===== config.mk =====
export PLATFORM = sky130hd
export DESIGN_NAME = nvm_event_interrupt_regs
export DESIGN_NICKNAME = d
export VERILOG_FILES = /design/src/design/nvm_irq_pkg.sv /design/src/design/flag_cmd_if.sv /design/src/design/flag_bank.sv /design/src/design/reg_decode.sv /design/src/design/nvm_event_interrupt_regs.sv
export VERILOG_INCLUDE_DIRS = /design/src /design/src/design
export SDC_FILE = /design/constraint.sdc
export NUM_CORES = 1
export LEC_CHECK = 0
export ABC_AREA = 1
export BUFFER_PORTS_ARGS = -buffer_cell sky130_fd_sc_hd__buf_2
export CAP_MARGIN = 20
export CORE_AREA = 5 5 84 71
export CTS_CLUSTER_SIZE = 25
export DETAILED_ROUTE_END_ITERATION = 7
export DIE_AREA = 0 0 89 76
export GPL_TIMING_DRIVEN = 0
export PLACE_DENSITY = 0.75
export SYNTH_ARGS = -nofsm -noshare
export SYNTH_HDL_FRONTEND = slang
export SYNTH_HIERARCHICAL = 1
export SYNTH_SLANG_ARGS = --single-unit
export TNS_END_PERCENT = 20

===== constraint.sdc =====
create_clock -name REF_CLK -period 1.4 [get_ports REF_CLK]
set_input_delay 0.42 -clock REF_CLK [delete_from_list [all_inputs] [get_ports REF_CLK]]
set_output_delay 0.42 -clock REF_CLK [all_outputs]
set_load 0.005 [all_outputs]

===== src/design/nvm_irq_defs.svh =====
// Purpose: offsets, field positions and reset values of the event
//          interrupt register set
// Assumes: 32-bit aligned words on the register bus
// Notes:   definitions only
`ifndef NVM_IRQ_DEFS_SVH
`define NVM_IRQ_DEFS_SVH

`define NUM_SRC 10
`define ADDR_W 12

`define OFS_ENABLE_CLEAR_CMD 12'hfd8
`define OFS_ENABLE_SET_CMD 12'hfdc
`define OFS_PENDING_FLAGS 12'hfe0
`define OFS_ENABLE_MASK 12'hfe4
`define OFS_PENDING_CLEAR_CMD 12'hfe8
`define OFS_PENDING_SET_CMD 12'hfec

`define SRC_EEPROM_DONE 0
`define SRC_BANK0_DONE 1
`define SRC_BANK1_DONE 2
`define SRC_EEPROM_HV_FAULT 3
`define SRC_BANK0_HV_FAULT 4
`define SRC_BANK1_HV_FAULT 5
`define SRC_BANK0_ECC_INVALID 6
`define SRC_BANK0_ECC_UNCORR 7
`define SRC_BANK1_ECC_INVALID 8
`define SRC_BANK1_ECC_UNCORR 9

`define FLAGS_RESET 10'h000
`define WORD_ZERO 32'h0000_0000

`endif


===== src/design/nvm_irq_pkg.sv =====
// Purpose: shared types of the event interrupt register set
// Assumes: nvm_irq_defs.svh gives the widths
// Notes:   types only, numbers live in the header
`include "nvm_irq_defs.svh"

package nvm_irq_pkg;

    typedef logic [`NUM_SRC-1:0] src_vec_t;

    typedef enum logic [2:0] {
        SEL_NONE,
        SEL_ENABLE_CLEAR,
        SEL_ENABLE_SET,
        SEL_PENDING,
        SEL_ENABLE,
        SEL_PENDING_CLEAR,
        SEL_PENDING_SET
    } reg_sel_e;

    typedef enum logic [0:0] {
        BUS_IDLE,
        BUS_RESP
    } bus_state_e;

endpackage


===== src/design/flag_cmd_if.sv =====
// Purpose: set/clear command path between the register front end
//          and one bank of sticky flags
// Assumes: one clock domain
// Notes:   the bank owns the flags, the front end owns the commands
`timescale 1ns/10ps

interface flag_cmd_if #(
    parameter int W = 10
);
    logic [W-1:0] set_vec;
    logic [W-1:0] clr_vec;
    logic [W-1:0] flags;

    modport bank (
        input set_vec,
        input clr_vec,
        output flags
    );

    modport user (
        output set_vec,
        output clr_vec,
        input flags
    );
endinterface


===== src/design/flag_bank.sv =====
// Purpose: bank of sticky flags with per-bit set and clear
// Assumes: set and clear vectors are single-cycle commands
// Notes:   a set in the same cycle as a clear wins
`timescale 1ns/10ps

module flag_bank
    import nvm_irq_pkg::*;
#(
    parameter int W = 10,
    parameter logic [W-1:0] RESET_VAL = '0
) (
    // clock and reset
    input wire logic clk,
    input wire logic rst_n,
    // command path
    flag_cmd_if.bank cmd
);
    typedef struct packed {
        logic [W-1:0] flags;
    } bank_s;

    bank_s s;
    bank_s next_s;

    always_comb begin
        next_s = s;
        // set after clear so an event never drops under a clear
        next_s.flags = (s.flags & ~cmd.clr_vec) | cmd.set_vec;
    end

    always_ff @(posedge clk or negedge rst_n) begin
        if (!rst_n) begin
            s.flags <= RESET_VAL;
        end else begin
            s <= next_s;
        end
    end

    assign cmd.flags = s.flags;
endmodule


===== src/design/reg_decode.sv =====
// Purpose: maps a bus word address onto one of the six registers
// Assumes: byte address, low two bits ignored
// Notes:   purely combinational
`timescale 1ns/10ps
`include "nvm_irq_defs.svh"

module reg_decode
    import nvm_irq_pkg::*;
#(
    parameter int AW = `ADDR_W
) (
    // address in
    input wire logic [AW-1:0] addr,
    // selection out
    output reg_sel_e sel
);
    always_comb begin
        // low bits forced to zero so the compare is offset against offset
        case ({addr[AW-1:2], 2'b00})
            `OFS_ENABLE_CLEAR_CMD: sel = SEL_ENABLE_CLEAR;
            `OFS_ENABLE_SET_CMD: sel = SEL_ENABLE_SET;
            `OFS_PENDING_FLAGS: sel = SEL_PENDING;
            `OFS_ENABLE_MASK: sel = SEL_ENABLE;
            `OFS_PENDING_CLEAR_CMD: sel = SEL_PENDING_CLEAR;
            `OFS_PENDING_SET_CMD: sel = SEL_PENDING_SET;
            default: sel = SEL_NONE;
        endcase
    end
endmodule


===== src/design/nvm_event_interrupt_regs.sv =====
// Purpose: interrupt status and enable registers for the events of a
//          nonvolatile memory controller, reached over APB
// Assumes: event inputs synchronous to REF_CLK, high for each cycle
//          in which the event is signalled
// Notes:   APB answers one cycle into the access phase
//
// Function
// - one bit per source: 0-2 done, 3-5 high voltage, 6-9 ECC reads
// - enable-set command sets each enable bit written one
// - enable-clear command clears each enable bit written one
// - enable register reads current enables, writes to it ignored
// - status register reads pending flags, set by controller events
// - status-clear command clears each pending bit written one
// - status-set command sets pending bits, software raises events
// - bits 31:10 read zero, writes ignored; flags reset to zero
//
// The APB interface to the registers was decided locally.
`timescale 1ns/10ps
`include "nvm_irq_defs.svh"

module nvm_event_interrupt_regs
    import nvm_irq_pkg::*;
#(
    parameter int AW = `ADDR_W
) (
    // clock and reset
    input wire logic REF_CLK,
    input wire logic RST_N,
    // apb slave
    input wire logic PSEL,
    input wire logic PENABLE,
    input wire logic PWRITE,
    input wire logic [AW-1:0] PADDR,
    input wire logic [31:0] PWDATA,
    input wire logic [3:0] PSTRB,
    output logic [31:0] PRDATA,
    output logic PREADY,
    output logic PSLVERR,
    // memory controller events
    input wire logic EEPROM_WRITE_DONE,
    input wire logic BANK0_WRITE_DONE,
    input wire logic BANK1_WRITE_DONE,
    input wire logic EEPROM_HV_FAULT,
    input wire logic BANK0_HV_FAULT,
    input wire logic BANK1_HV_FAULT,
    input wire logic BANK0_ECC_INVALID,
    input wire logic BANK0_ECC_UNCORR,
    input wire logic BANK1_ECC_INVALID,
    input wire logic BANK1_ECC_UNCORR,
    // interrupt request
    output logic IRQ
);

    typedef struct packed {
        bus_state_e bus_st;
        logic ready;
        logic slverr;
        logic [31:0] rdata;
        logic irq;
    } top_s;

    top_s s;
    top_s next_s;

    reg_sel_e sel;
    src_vec_t events;
    src_vec_t wr_bits;
    logic wr_commit;
    logic rd_capture;
    logic wr_enable_set;
    logic wr_enable_clear;
    logic wr_pending_set;
    logic wr_pending_clear;
    src_vec_t pend_now;
    src_vec_t ena_now;
    src_vec_t pend_set;
    src_vec_t pend_clr;
    src_vec_t ena_set;
    src_vec_t ena_clr;
    src_vec_t status_view;

    // per-source view of the pending flags
    logic eeprom_write_done_flag;
    logic bank0_write_done_flag;
    logic bank1_write_done_flag;
    logic eeprom_high_voltage_fault_flag;
    logic bank0_high_voltage_fault_flag;
    logic bank1_high_voltage_fault_flag;
    logic bank0_ecc_invalid_flag;
    logic bank0_ecc_uncorr_flag;
    logic bank1_ecc_invalid_flag;
    logic bank1_ecc_uncorr_flag;

    flag_cmd_if #(.W(`NUM_SRC)) pending_if ();
    flag_cmd_if #(.W(`NUM_SRC)) enable_if ();

    // byte lanes of the write data that the strobes let through
    function automatic logic [31:0] lane_mask(input logic [3:0] strb);
        logic [31:0] m;
        m = `WORD_ZERO;
        for (int i = 0; i < 4; i++) begin
            m[i*8 +: 8] = {8{strb[i]}};
        end
        return m;
    endfunction

    // flags widened onto a bus word, upper bits held at zero
    function automatic logic [31:0] to_word(input src_vec_t v);
        logic [31:0] w;
        w = `WORD_ZERO;
        w[`NUM_SRC-1:0] = v;
        return w;
    endfunction

    // read value of a selected register; command words read zero
    function automatic logic [31:0] read_word(
        input reg_sel_e rsel,
        input src_vec_t pend,
        input src_vec_t ena
    );
        logic [31:0] w;
        w = `WORD_ZERO;
        case (rsel)
            SEL_PENDING: w = to_word(pend);
            SEL_ENABLE: w = to_word(ena);
            default: w = `WORD_ZERO;
        endcase
        return w;
    endfunction

    // true for the four write-only command words
    function automatic logic is_command(input reg_sel_e rsel);
        logic c;
        c = 1'b0;
        case (rsel)
            SEL_ENABLE_CLEAR: c = 1'b1;
            SEL_ENABLE_SET: c = 1'b1;
            SEL_PENDING_CLEAR: c = 1'b1;
            SEL_PENDING_SET: c = 1'b1;
            default: c = 1'b0;
        endcase
        return c;
    endfunction

    // only the six words answer without an error
    function automatic logic is_mapped(input reg_sel_e rsel);
        return (rsel != SEL_NONE);
    endfunction

    // ones of a command word, on enabled lanes, as per-source actions
    function automatic src_vec_t cmd_bits(
        input logic [31:0] wdata,
        input logic [3:0] strb
    );
        logic [31:0] masked;
        masked = wdata & lane_mask(strb);
        return masked[`NUM_SRC-1:0];
    endfunction

    // one event line per source, each in its own bit position
    function automatic src_vec_t pack_events(
        input logic eeprom_done,
        input logic bank0_done,
        input logic bank1_done,
        input logic eeprom_hv,
        input logic bank0_hv,
        input logic bank1_hv,
        input logic bank0_ecc_inv,
        input logic bank0_ecc_unc,
        input logic bank1_ecc_inv,
        input logic bank1_ecc_unc
    );
        src_vec_t v;
        v = '0;
        v[`SRC_EEPROM_DONE] = eeprom_done;
        v[`SRC_BANK0_DONE] = bank0_done;
        v[`SRC_BANK1_DONE] = bank1_done;
        v[`SRC_EEPROM_HV_FAULT] = eeprom_hv;
        v[`SRC_BANK0_HV_FAULT] = bank0_hv;
        v[`SRC_BANK1_HV_FAULT] = bank1_hv;
        v[`SRC_BANK0_ECC_INVALID] = bank0_ecc_inv;
        v[`SRC_BANK0_ECC_UNCORR] = bank0_ecc_unc;
        v[`SRC_BANK1_ECC_INVALID] = bank1_ecc_inv;
        v[`SRC_BANK1_ECC_UNCORR] = bank1_ecc_unc;
        return v;
    endfunction

    reg_decode #(
        .AW(AW)
    ) u_decode (
        .addr(PADDR),
        .sel(sel)
    );

    flag_bank #(
        .W(`NUM_SRC),
        .RESET_VAL(`FLAGS_RESET)
    ) u_pending (
        .clk(REF_CLK),
        .rst_n(RST_N),
        .cmd(pending_if)
    );

    flag_bank #(
        .W(`NUM_SRC),
        .RESET_VAL(`FLAGS_RESET)
    ) u_enable (
        .clk(REF_CLK),
        .rst_n(RST_N),
        .cmd(enable_if)
    );

    // gather the event lines into their bit positions
    assign events = pack_events(
        EEPROM_WRITE_DONE,
        BANK0_WRITE_DONE,
        BANK1_WRITE_DONE,
        EEPROM_HV_FAULT,
        BANK0_HV_FAULT,
        BANK1_HV_FAULT,
        BANK0_ECC_INVALID,
        BANK0_ECC_UNCORR,
        BANK1_ECC_INVALID,
        BANK1_ECC_UNCORR
    );

    // a write lands only at the edge where the master sees PREADY
    always_comb begin
        wr_commit = (s.bus_st == BUS_RESP) && s.ready && PSEL &&
            PENABLE && PWRITE;
        // upper bits dropped so they can never act
        wr_bits = cmd_bits(PWDATA, PSTRB);
        wr_enable_set = wr_commit && (sel == SEL_ENABLE_SET);
        wr_enable_clear = wr_commit && (sel == SEL_ENABLE_CLEAR);
        wr_pending_set = wr_commit && (sel == SEL_PENDING_SET);
        wr_pending_clear = wr_commit && (sel == SEL_PENDING_CLEAR);
    end

    // the read snapshot is taken in the first access cycle
    always_comb begin
        rd_capture = (s.bus_st == BUS_IDLE) && PSEL && PENABLE;
    end

    // pending bank: events always set, software sets and clears
    always_comb begin
        pend_set = events;
        pend_clr = '0;
        if (wr_pending_set) begin
            pend_set = events | wr_bits;
        end
        if (wr_pending_clear) begin
            // a coincident event still sets, the bank favours set
            pend_clr = wr_bits;
        end
    end

    // enable bank: only the two enable commands reach it, so writes to
    // the read-only words and to holes change nothing
    always_comb begin
        ena_set = '0;
        ena_clr = '0;
        if (wr_enable_set) begin
            ena_set = wr_bits;
        end
        if (wr_enable_clear) begin
            ena_clr = wr_bits;
        end
    end

    // onto the command paths of the two banks
    assign pending_if.set_vec = pend_set;
    assign pending_if.clr_vec = pend_clr;
    assign enable_if.set_vec = ena_set;
    assign enable_if.clr_vec = ena_clr;
    assign pend_now = pending_if.flags;
    assign ena_now = enable_if.flags;

    // per-source names of the pending flags
    assign eeprom_write_done_flag = pend_now[`SRC_EEPROM_DONE];
    assign bank0_write_done_flag = pend_now[`SRC_BANK0_DONE];
    assign bank1_write_done_flag = pend_now[`SRC_BANK1_DONE];
    assign eeprom_high_voltage_fault_flag = pend_now[`SRC_EEPROM_HV_FAULT];
    assign bank0_high_voltage_fault_flag = pend_now[`SRC_BANK0_HV_FAULT];
    assign bank1_high_voltage_fault_flag = pend_now[`SRC_BANK1_HV_FAULT];
    assign bank0_ecc_invalid_flag = pend_now[`SRC_BANK0_ECC_INVALID];
    assign bank0_ecc_uncorr_flag = pend_now[`SRC_BANK0_ECC_UNCORR];
    assign bank1_ecc_invalid_flag = pend_now[`SRC_BANK1_ECC_INVALID];
    assign bank1_ecc_uncorr_flag = pend_now[`SRC_BANK1_ECC_UNCORR];

    // status word assembled field by field from the named flags
    always_comb begin
        status_view = '0;
        status_view[`SRC_EEPROM_DONE] = eeprom_write_done_flag;
        status_view[`SRC_BANK0_DONE] = bank0_write_done_flag;
        status_view[`SRC_BANK1_DONE] = bank1_write_done_flag;
        status_view[`SRC_EEPROM_HV_FAULT] =
            eeprom_high_voltage_fault_flag;
        status_view[`SRC_BANK0_HV_FAULT] = bank0_high_voltage_fault_flag;
        status_view[`SRC_BANK1_HV_FAULT] = bank1_high_voltage_fault_flag;
        status_view[`SRC_BANK0_ECC_INVALID] = bank0_ecc_invalid_flag;
        status_view[`SRC_BANK0_ECC_UNCORR] = bank0_ecc_uncorr_flag;
        status_view[`SRC_BANK1_ECC_INVALID] = bank1_ecc_invalid_flag;
        status_view[`SRC_BANK1_ECC_UNCORR] = bank1_ecc_uncorr_flag;
    end

    // bus answer state and the registered interrupt line
    always_comb begin
        next_s = s;
        next_s.ready = 1'b0;
        next_s.slverr = 1'b0;
        case (s.bus_st)
            BUS_IDLE: begin
                if (rd_capture) begin
                    next_s.bus_st = BUS_RESP;
                    next_s.ready = 1'b1;
                    next_s.slverr = !is_mapped(sel);
                    if (PWRITE || is_command(sel)) begin
                        next_s.rdata = `WORD_ZERO;
                    end else begin
                        next_s.rdata = read_word(sel, status_view, ena_now);
                    end
                end
            end
            BUS_RESP: begin
                // one idle cycle lets penable fall before a new access
                next_s.bus_st = BUS_IDLE;
            end
            default: begin
                next_s.bus_st = BUS_IDLE;
            end
        endcase
        next_s.irq = |(pend_now & ena_now);
    end

    always_ff @(posedge REF_CLK or negedge RST_N) begin
        if (!RST_N) begin
            s.bus_st <= BUS_IDLE;
            s.ready <= 1'b0;
            s.slverr <= 1'b0;
            s.rdata <= `WORD_ZERO;
            s.irq <= 1'b0;
        end else begin
            s <= next_s;
        end
    end

    assign PRDATA = s.rdata;
    assign PREADY = s.ready;
    assign PSLVERR = s.slverr;
    assign IRQ = s.irq;

endmodule


=== Word-level counts from Yosys, hierarchy flattened ===
Index checks and enable logic that the tools add are counted.

* Register bits after elaboration: 56
* Input port bits: 63
* Output and inout bits: 35
* Word-level logic and storage cells: 58

* Equal/unequal tests: 12
* Multiplexer cells: 13
* Bitwise operators: 10
* Reductions and logical operators: 16

{| class="wikitable"
|+ Operators with widths
! kind !! count
|-
| equality test 10 bit, second input constant || 6
|-
| bitwise AND 10 bit || 4
|-
| two-way mux 10 bit || 4
|-
| two-way mux 35 bit || 1
|-
| two-way mux 34 bit || 1
|-
| two-way mux 32 bit || 1
|-
| bitwise OR 10 bit || 3
|-
| inverter 10 bit || 2
|-
| one-hot mux 10 bit (2 select lines) || 1
|-
| one-hot mux 3 bit (6 select lines) || 1
|-
| logical AND 1 bit || 10
|-
| OR reduction 10 bit || 1
|-
| equality test 3 bit, second input constant || 3
|-
| equality test 3 x 2 -> 1 bit, second input constant || 2
|-
| OR reduction 4 bit || 1
|-
| equality test 3 x 1 -> 1 bit, second input constant || 1
|-
| two-way mux 1 bit || 3
|-
| nonzero test 3 bit || 1
|-
| one-hot mux 1 bit (2 select lines) || 1
|-
| AND reduction 2 bit || 1
|-
| zero test 1 bit || 1
|-
| logical OR 1 bit || 1
|-
| inverter 1 bit || 1
|}

=== Longest topological paths before layout ===
* Word-level depth: 11
* Mapped depth: 13
* Depth with buffers taken out: 13

=== By module ===
The synthesis kept the hierarchy.

{| class="wikitable"
|+ By module, submodules not included
! module !! times used !! cells each !! area each (sq um) !! sequential area each (sq um)
|-
| nvm_event_interrupt_regs || 1 || 216 || 1,310.0 || 325.3
|-
| flag_bank || 2 || 50 || 400.4 || 250.2
|-
| reg_decode || 1 || 16 || 77.6 || 0.0
|}

=== Worst setup path before layout ===
No wires, ideal clock.

* Path kind: input port to flip-flop
* Start: in PADDR[7]
* End: reg s (netlist bit PRDATA[4])
* Setup time: 0.065 ns
* Arrival: 1.744 ns
* Data required time: 1.335 ns
* Slack: -0.409 ns
* Cell stages on the path: 11
* Path buffers: 0
* Path through: nand2_1 -> nor2_2 -> nand3_2 -> a21oi_1 -> inv_1 -> ha_1 -> inv_1 -> nand2_1 -> nor2_2 -> nand2_1 -> nand2_1

* Word-level cells in the longest chain between the ends: 9
* Elaborated cells on any way between the ends: 20
* Classes of those cells: eq/ne: 12; mux: 6; reduce/logical: 2

{| class="wikitable"
|+ Ends and longest elaborated chain
! what !! RTL line !! text
|-
| from (decl) || nvm_event_interrupt_regs.sv:33 || <nowiki>input wire logic [AW-1:0] PADDR,</nowiki>
|-
| equality test 10 bit || reg_decode.sv:19 || <nowiki>case ({addr[AW-1:2], 2'b00})</nowiki>
|-
| one-hot mux 3 bit (6 select lines) (*) || reg_decode.sv:19 ||
|-
| named net sel[0] || nvm_event_interrupt_regs.sv:65 || <nowiki>reg_sel_e sel;</nowiki>
|-
| equality test 3 x 2 -> 1 bit (tied with other cells) || nvm_event_interrupt_regs.sv:135 || <nowiki>case (rsel)</nowiki>
|-
| OR reduction 4 bit (no source line) || n/a ||
|-
| two-way mux 1 bit || nvm_event_interrupt_regs.sv:135 ||
|-
| two-way mux 1 bit || nvm_event_interrupt_regs.sv:313 || <nowiki>if (rd_capture) begin</nowiki>
|-
| two-way mux 1 bit || nvm_event_interrupt_regs.sv:311 || <nowiki>case (s.bus_st)</nowiki>
|-
| logical OR 1 bit || nvm_event_interrupt_regs.sv:317 || <nowiki>if (PWRITE || is_command(sel)) begin</nowiki>
|-
| two-way mux 32 bit (*) || nvm_event_interrupt_regs.sv:317 ||
|-
| to (signal assigned) || nvm_event_interrupt_regs.sv:343 || <nowiki>s <= next_s;</nowiki>
|-
| to (decl) || nvm_event_interrupt_regs.sv:62 || <nowiki>top_s s;</nowiki>
|}

Mark *: on every way through the listed nets, which the timed path passes. The rest lies on a longest branch. The select of a mux whose other input is x is not followed.
A chain may end at the register's enable or synchronous reset.

=== Worst setup path in the final report ===
* Start: in PADDR[5]
* End: reg s (netlist bit PRDATA[8])

Same word-level chain as after synthesis.

==> out/qor.csv <==
stage,metric,value,unit
timing,fin_worst_skew,4.629,ps
power,ir_drop,0.3647,mV
floorplan,die_y,76,µm
timing,layout_min_cycle_time,1569,ps
finish,register_area,825.8,µm²
worst_setup_path,path_delay_family,simple AND/OR/NAND/NOR gates,
synthesis,synth-simple-area-share,39.22,%
power,p_switching,482.5,µW
timing,relSlewSlack,51.27,%
finish,layout-drive-gt1-share,28.16,%
timing,setup_viol,30,
power,p_comb_share,12.7,%
synthesis,synth-xor-area-share,0.4002,%
placed_design,place_congestion,0.7959,
finish,nNetsFinal,478,
worst_setup_path,crit_buf_inv,4,
worst_setup_path,reg2reg_to,u_pending/cmd.flags[3],
worst_setup_path,cp-startpoint,PADDR[5],
worst_setup_path,worstPathRequired,1630,ps
worst_setup_path,r2r_cells,7,
timing,slew_viol_final,0,
timing,tightestPinTransition,731.0,ps
synthesis,synth_top_family_by_area,simple AND/OR/NAND/NOR gates,
synthesis,netlist-cell-type-count,17,
global_routing,grt-ovfl-total,0,
route,num_vias,2048,
finish,final_core_util,57.55,%
power,p_leak,1.668,nW
placed_design,dp_hpwl,3.851,mm
power,powerDensity,678.3,nW/µm²
worst_setup_path,crit_path_start_kind,input port,
synthesis,synth_fa_ha_area_share,2.287,%
flow_run,cap_viol_max_count,0,
power,p_clk_share,39.4,%
worst_setup_path,crit_type,in -> reg,
finish,diodes,0,
global_routing,grt_pass1_wl,8.956,mm
worst_setup_path,cp_slowest_cell,ha_4,
floorplan,fp.dieW,89,µm
route,drtPass1Iterations,4,
worst_setup_path,critPathCaptureType,flip-flop,
worst_setup_path,r2r_slack,150,ps
global_routing,grt_pass1_vias,1967,
floorplan,std_cell_rows,24,
timing,hold_ws,184.7,ps
worst_setup_path,crit_arrival,1800,ps
placed_design,portBuffers,48,
placed_design,pre_cts_slack,-638.2,ps
synthesis,synthMuxAreaShare,0,%
floorplan,ios,98,
worst_setup_path,path_cells,buf_8 -> inv_12 -> nand3_4 -> nor2_4 -> nand2_2 -> a21oi_2 -> inv_2 -> ha_4 -> inv_2 -> nand2_4 -> nor2_4 -> nand2_1 -> nand2_1,
synthesis,synth.area.top_cells,"dfrtp_1 (38%), nand2_1 (21%), inv_1 (10%)",
floorplan,core-area,5135,µm²
synthesis,syn-mean-instance-area,6.591,µm²
timing,tns,-4372,ps
synthesis,synth_compound_area_share,0.4574,%
synthesis,synth_area_leader_cell,dfrtp_1,
timing,max_freq,637.2,MHz
timing,period_share,112.1,%
finish,n_fill_cell,499,
status,outcome,"finished, violations left",
synthesis,synth.top_cell.area_share,37.74,%
route,drt-vias-per-instance,4.294,
worst_hold_path,hold_class,in -> async,
clock_network,insertion_delay,290,ps
floorplan,initial_core_util,42.62,%
power,switching_share,24.07,%
global_routing,grt_max_degree,34,
floorplan,dieArea,6764,µm²
finish,multi_input_area,1191,µm²
synthesis,ys_warn_count,6,
clock_network,cts.sinks,33,
route,drcViolationCount,0,
synthesis,synth_cells,332,
route,wire_per_inst,11.45,µm
timing,rsz0062_at_grt,true,
clock_network,cts_tree,done,
clock_network,cts.clk_slew.worst_paths,60,ps
power,power_frac_seq,47.9,%
worst_setup_path,r2r-start,s[35],
worst_setup_path,crit_fanout,5,
route,drtIter0Drc,141,
clock_network,cts-root-buf,clkbuf_8,
clock_network,cts.htree.levels,2,
timing,hold_viol_final,0,
status,violations,setup timing,
worst_setup_path,slowest_delay,240,ps
synthesis,yosysSeqAreaShare,37.74,%
clock_network,numCtsBuffers,5,
power,power.internal,1.522,mW
synthesis,synth_area,2188,µm²
timing,setup_ws,-169.3,ps
clock_network,cts.path.max_buffers,2,
finish,syn_to_final_growth,35.05,%
global_routing,antenna_found_initial,0,
route,ant_nets,0,
route,wl,5.460,mm
finish,final_cell_mix,"nand2_1 (118), inv_1 (55), buf_2 (43)",
clock_network,holdBufCountCts,0,
finish,final_common_cell,nand2_1,
synthesis,ys_seq_elements,33,
global_routing,track_usage,16.88,%
-- stage by stage --
step	area, µm²	std cells	power (mW)
after global routing	2955	477	2.090
after floorplan	2323	353	1.109
after global placement	2645	466	1.197
after CTS	2912	477	2.013
final	2955	477	2.005
after detailed placement	2645	466	1.199
-- synthesized netlist by cell type --
cell type,instances
a21oi_1,2
buf_2,3
buf_4,24
clkbuf_1,2
clkinv_1,1
conb_1,1
dfrtp_1,33
ha_1,4
inv_1,60
nand2_1,124
nand3_1,23
nand3_2,4
nand3b_1,10
nor2_1,37
nor2_2,2
nor2_4,1
xor2_1,1
-- worst register-to-register path, stage by stage, from the launching register on --
cell	delay (ps)
dfrtp_1	360
nand2_1	90
nor2_4	220
nand3_4	190
nor2_1	130
inv_1	50
nand2_1	50
nand2_1	50
-- cells by family (layout without fill, tap and decap cells) --
kind of cell    after synthesis  count (layout)
compound gates                2               2
xor+xnor                      1               1
fa+ha+maj                     4               4
buf+inv                      90             148
flops                        33              33
other cells                   1              22
simple gates                201             202
-- per-layer routing --
| layer | share of wire, % | track usage, % | vias up |
|---|---|---|---|
| met4 | 1.9 | 3.571 | 0 |
| met5 | 0 | 0 | - |
| met1 | 42 | 21.82 | 881 |
| met2 | 47 | 27.45 | 66 |
| met3 | 8.6 | 5.514 | 11 |
| li1 | - | - | 1090 |
-- worst max path at each step --
stage	endpoint	cells past startpoint
5_1_grt	PRDATA[8]	13
3_5_place_dp	u_pending/cmd.flags[6]	14
2_1_floorplan	PRDATA[4]	12
6_report	PRDATA[8]	13
4_1_cts	PRDATA[5]	13
3_3_place_gp	u_pending/cmd.flags[2]	14
-- flip-flops by register name (all words and copies together), names as in the netlist --
| register | count |
|---|---|
| PRDATA | 10 |
| IRQ | 1 |
| s | 1 |
| u_enable/cmd.flags | 10 |
| PSLVERR | 1 |
| u_pending/cmd.flags | 10 |
-- layout make-up --
cell class	count	share of cell area (%)
Clock inverter	1	0.1693
Timing Repair inverter	1	0.2964
Sequential cell	33	27.94
Multi-Input combinational cell	231	40.30
Timing Repair Buffer	50	9.907
Buffer	28	7.028
Inverter	61	8.340
Clock buffer	7	3.260
Tap cell	65	2.752
-- power groups by stage --
stage | combinational (mW) | clock, mW | sequential [mW]
after global placement | 0.220 | 0 | 0.977
final | 0.255 | 0.791 | 0.959
after global routing | 0.286 | 0.845 | 0.959
after detailed placement | 0.222 | 0 | 0.977
after CTS | 0.246 | 0.808 | 0.959
after floorplan | 0.131 | 0 | 0.978
-- what timing repair did --
action,in CTS,in global routing
pin swaps,12,3
setup endpoints to repair,31,31
resized for setup,29,11
setup buffers,2,0
cloned,2,0
No activity file was read; power rests on OpenSTA's default activity.
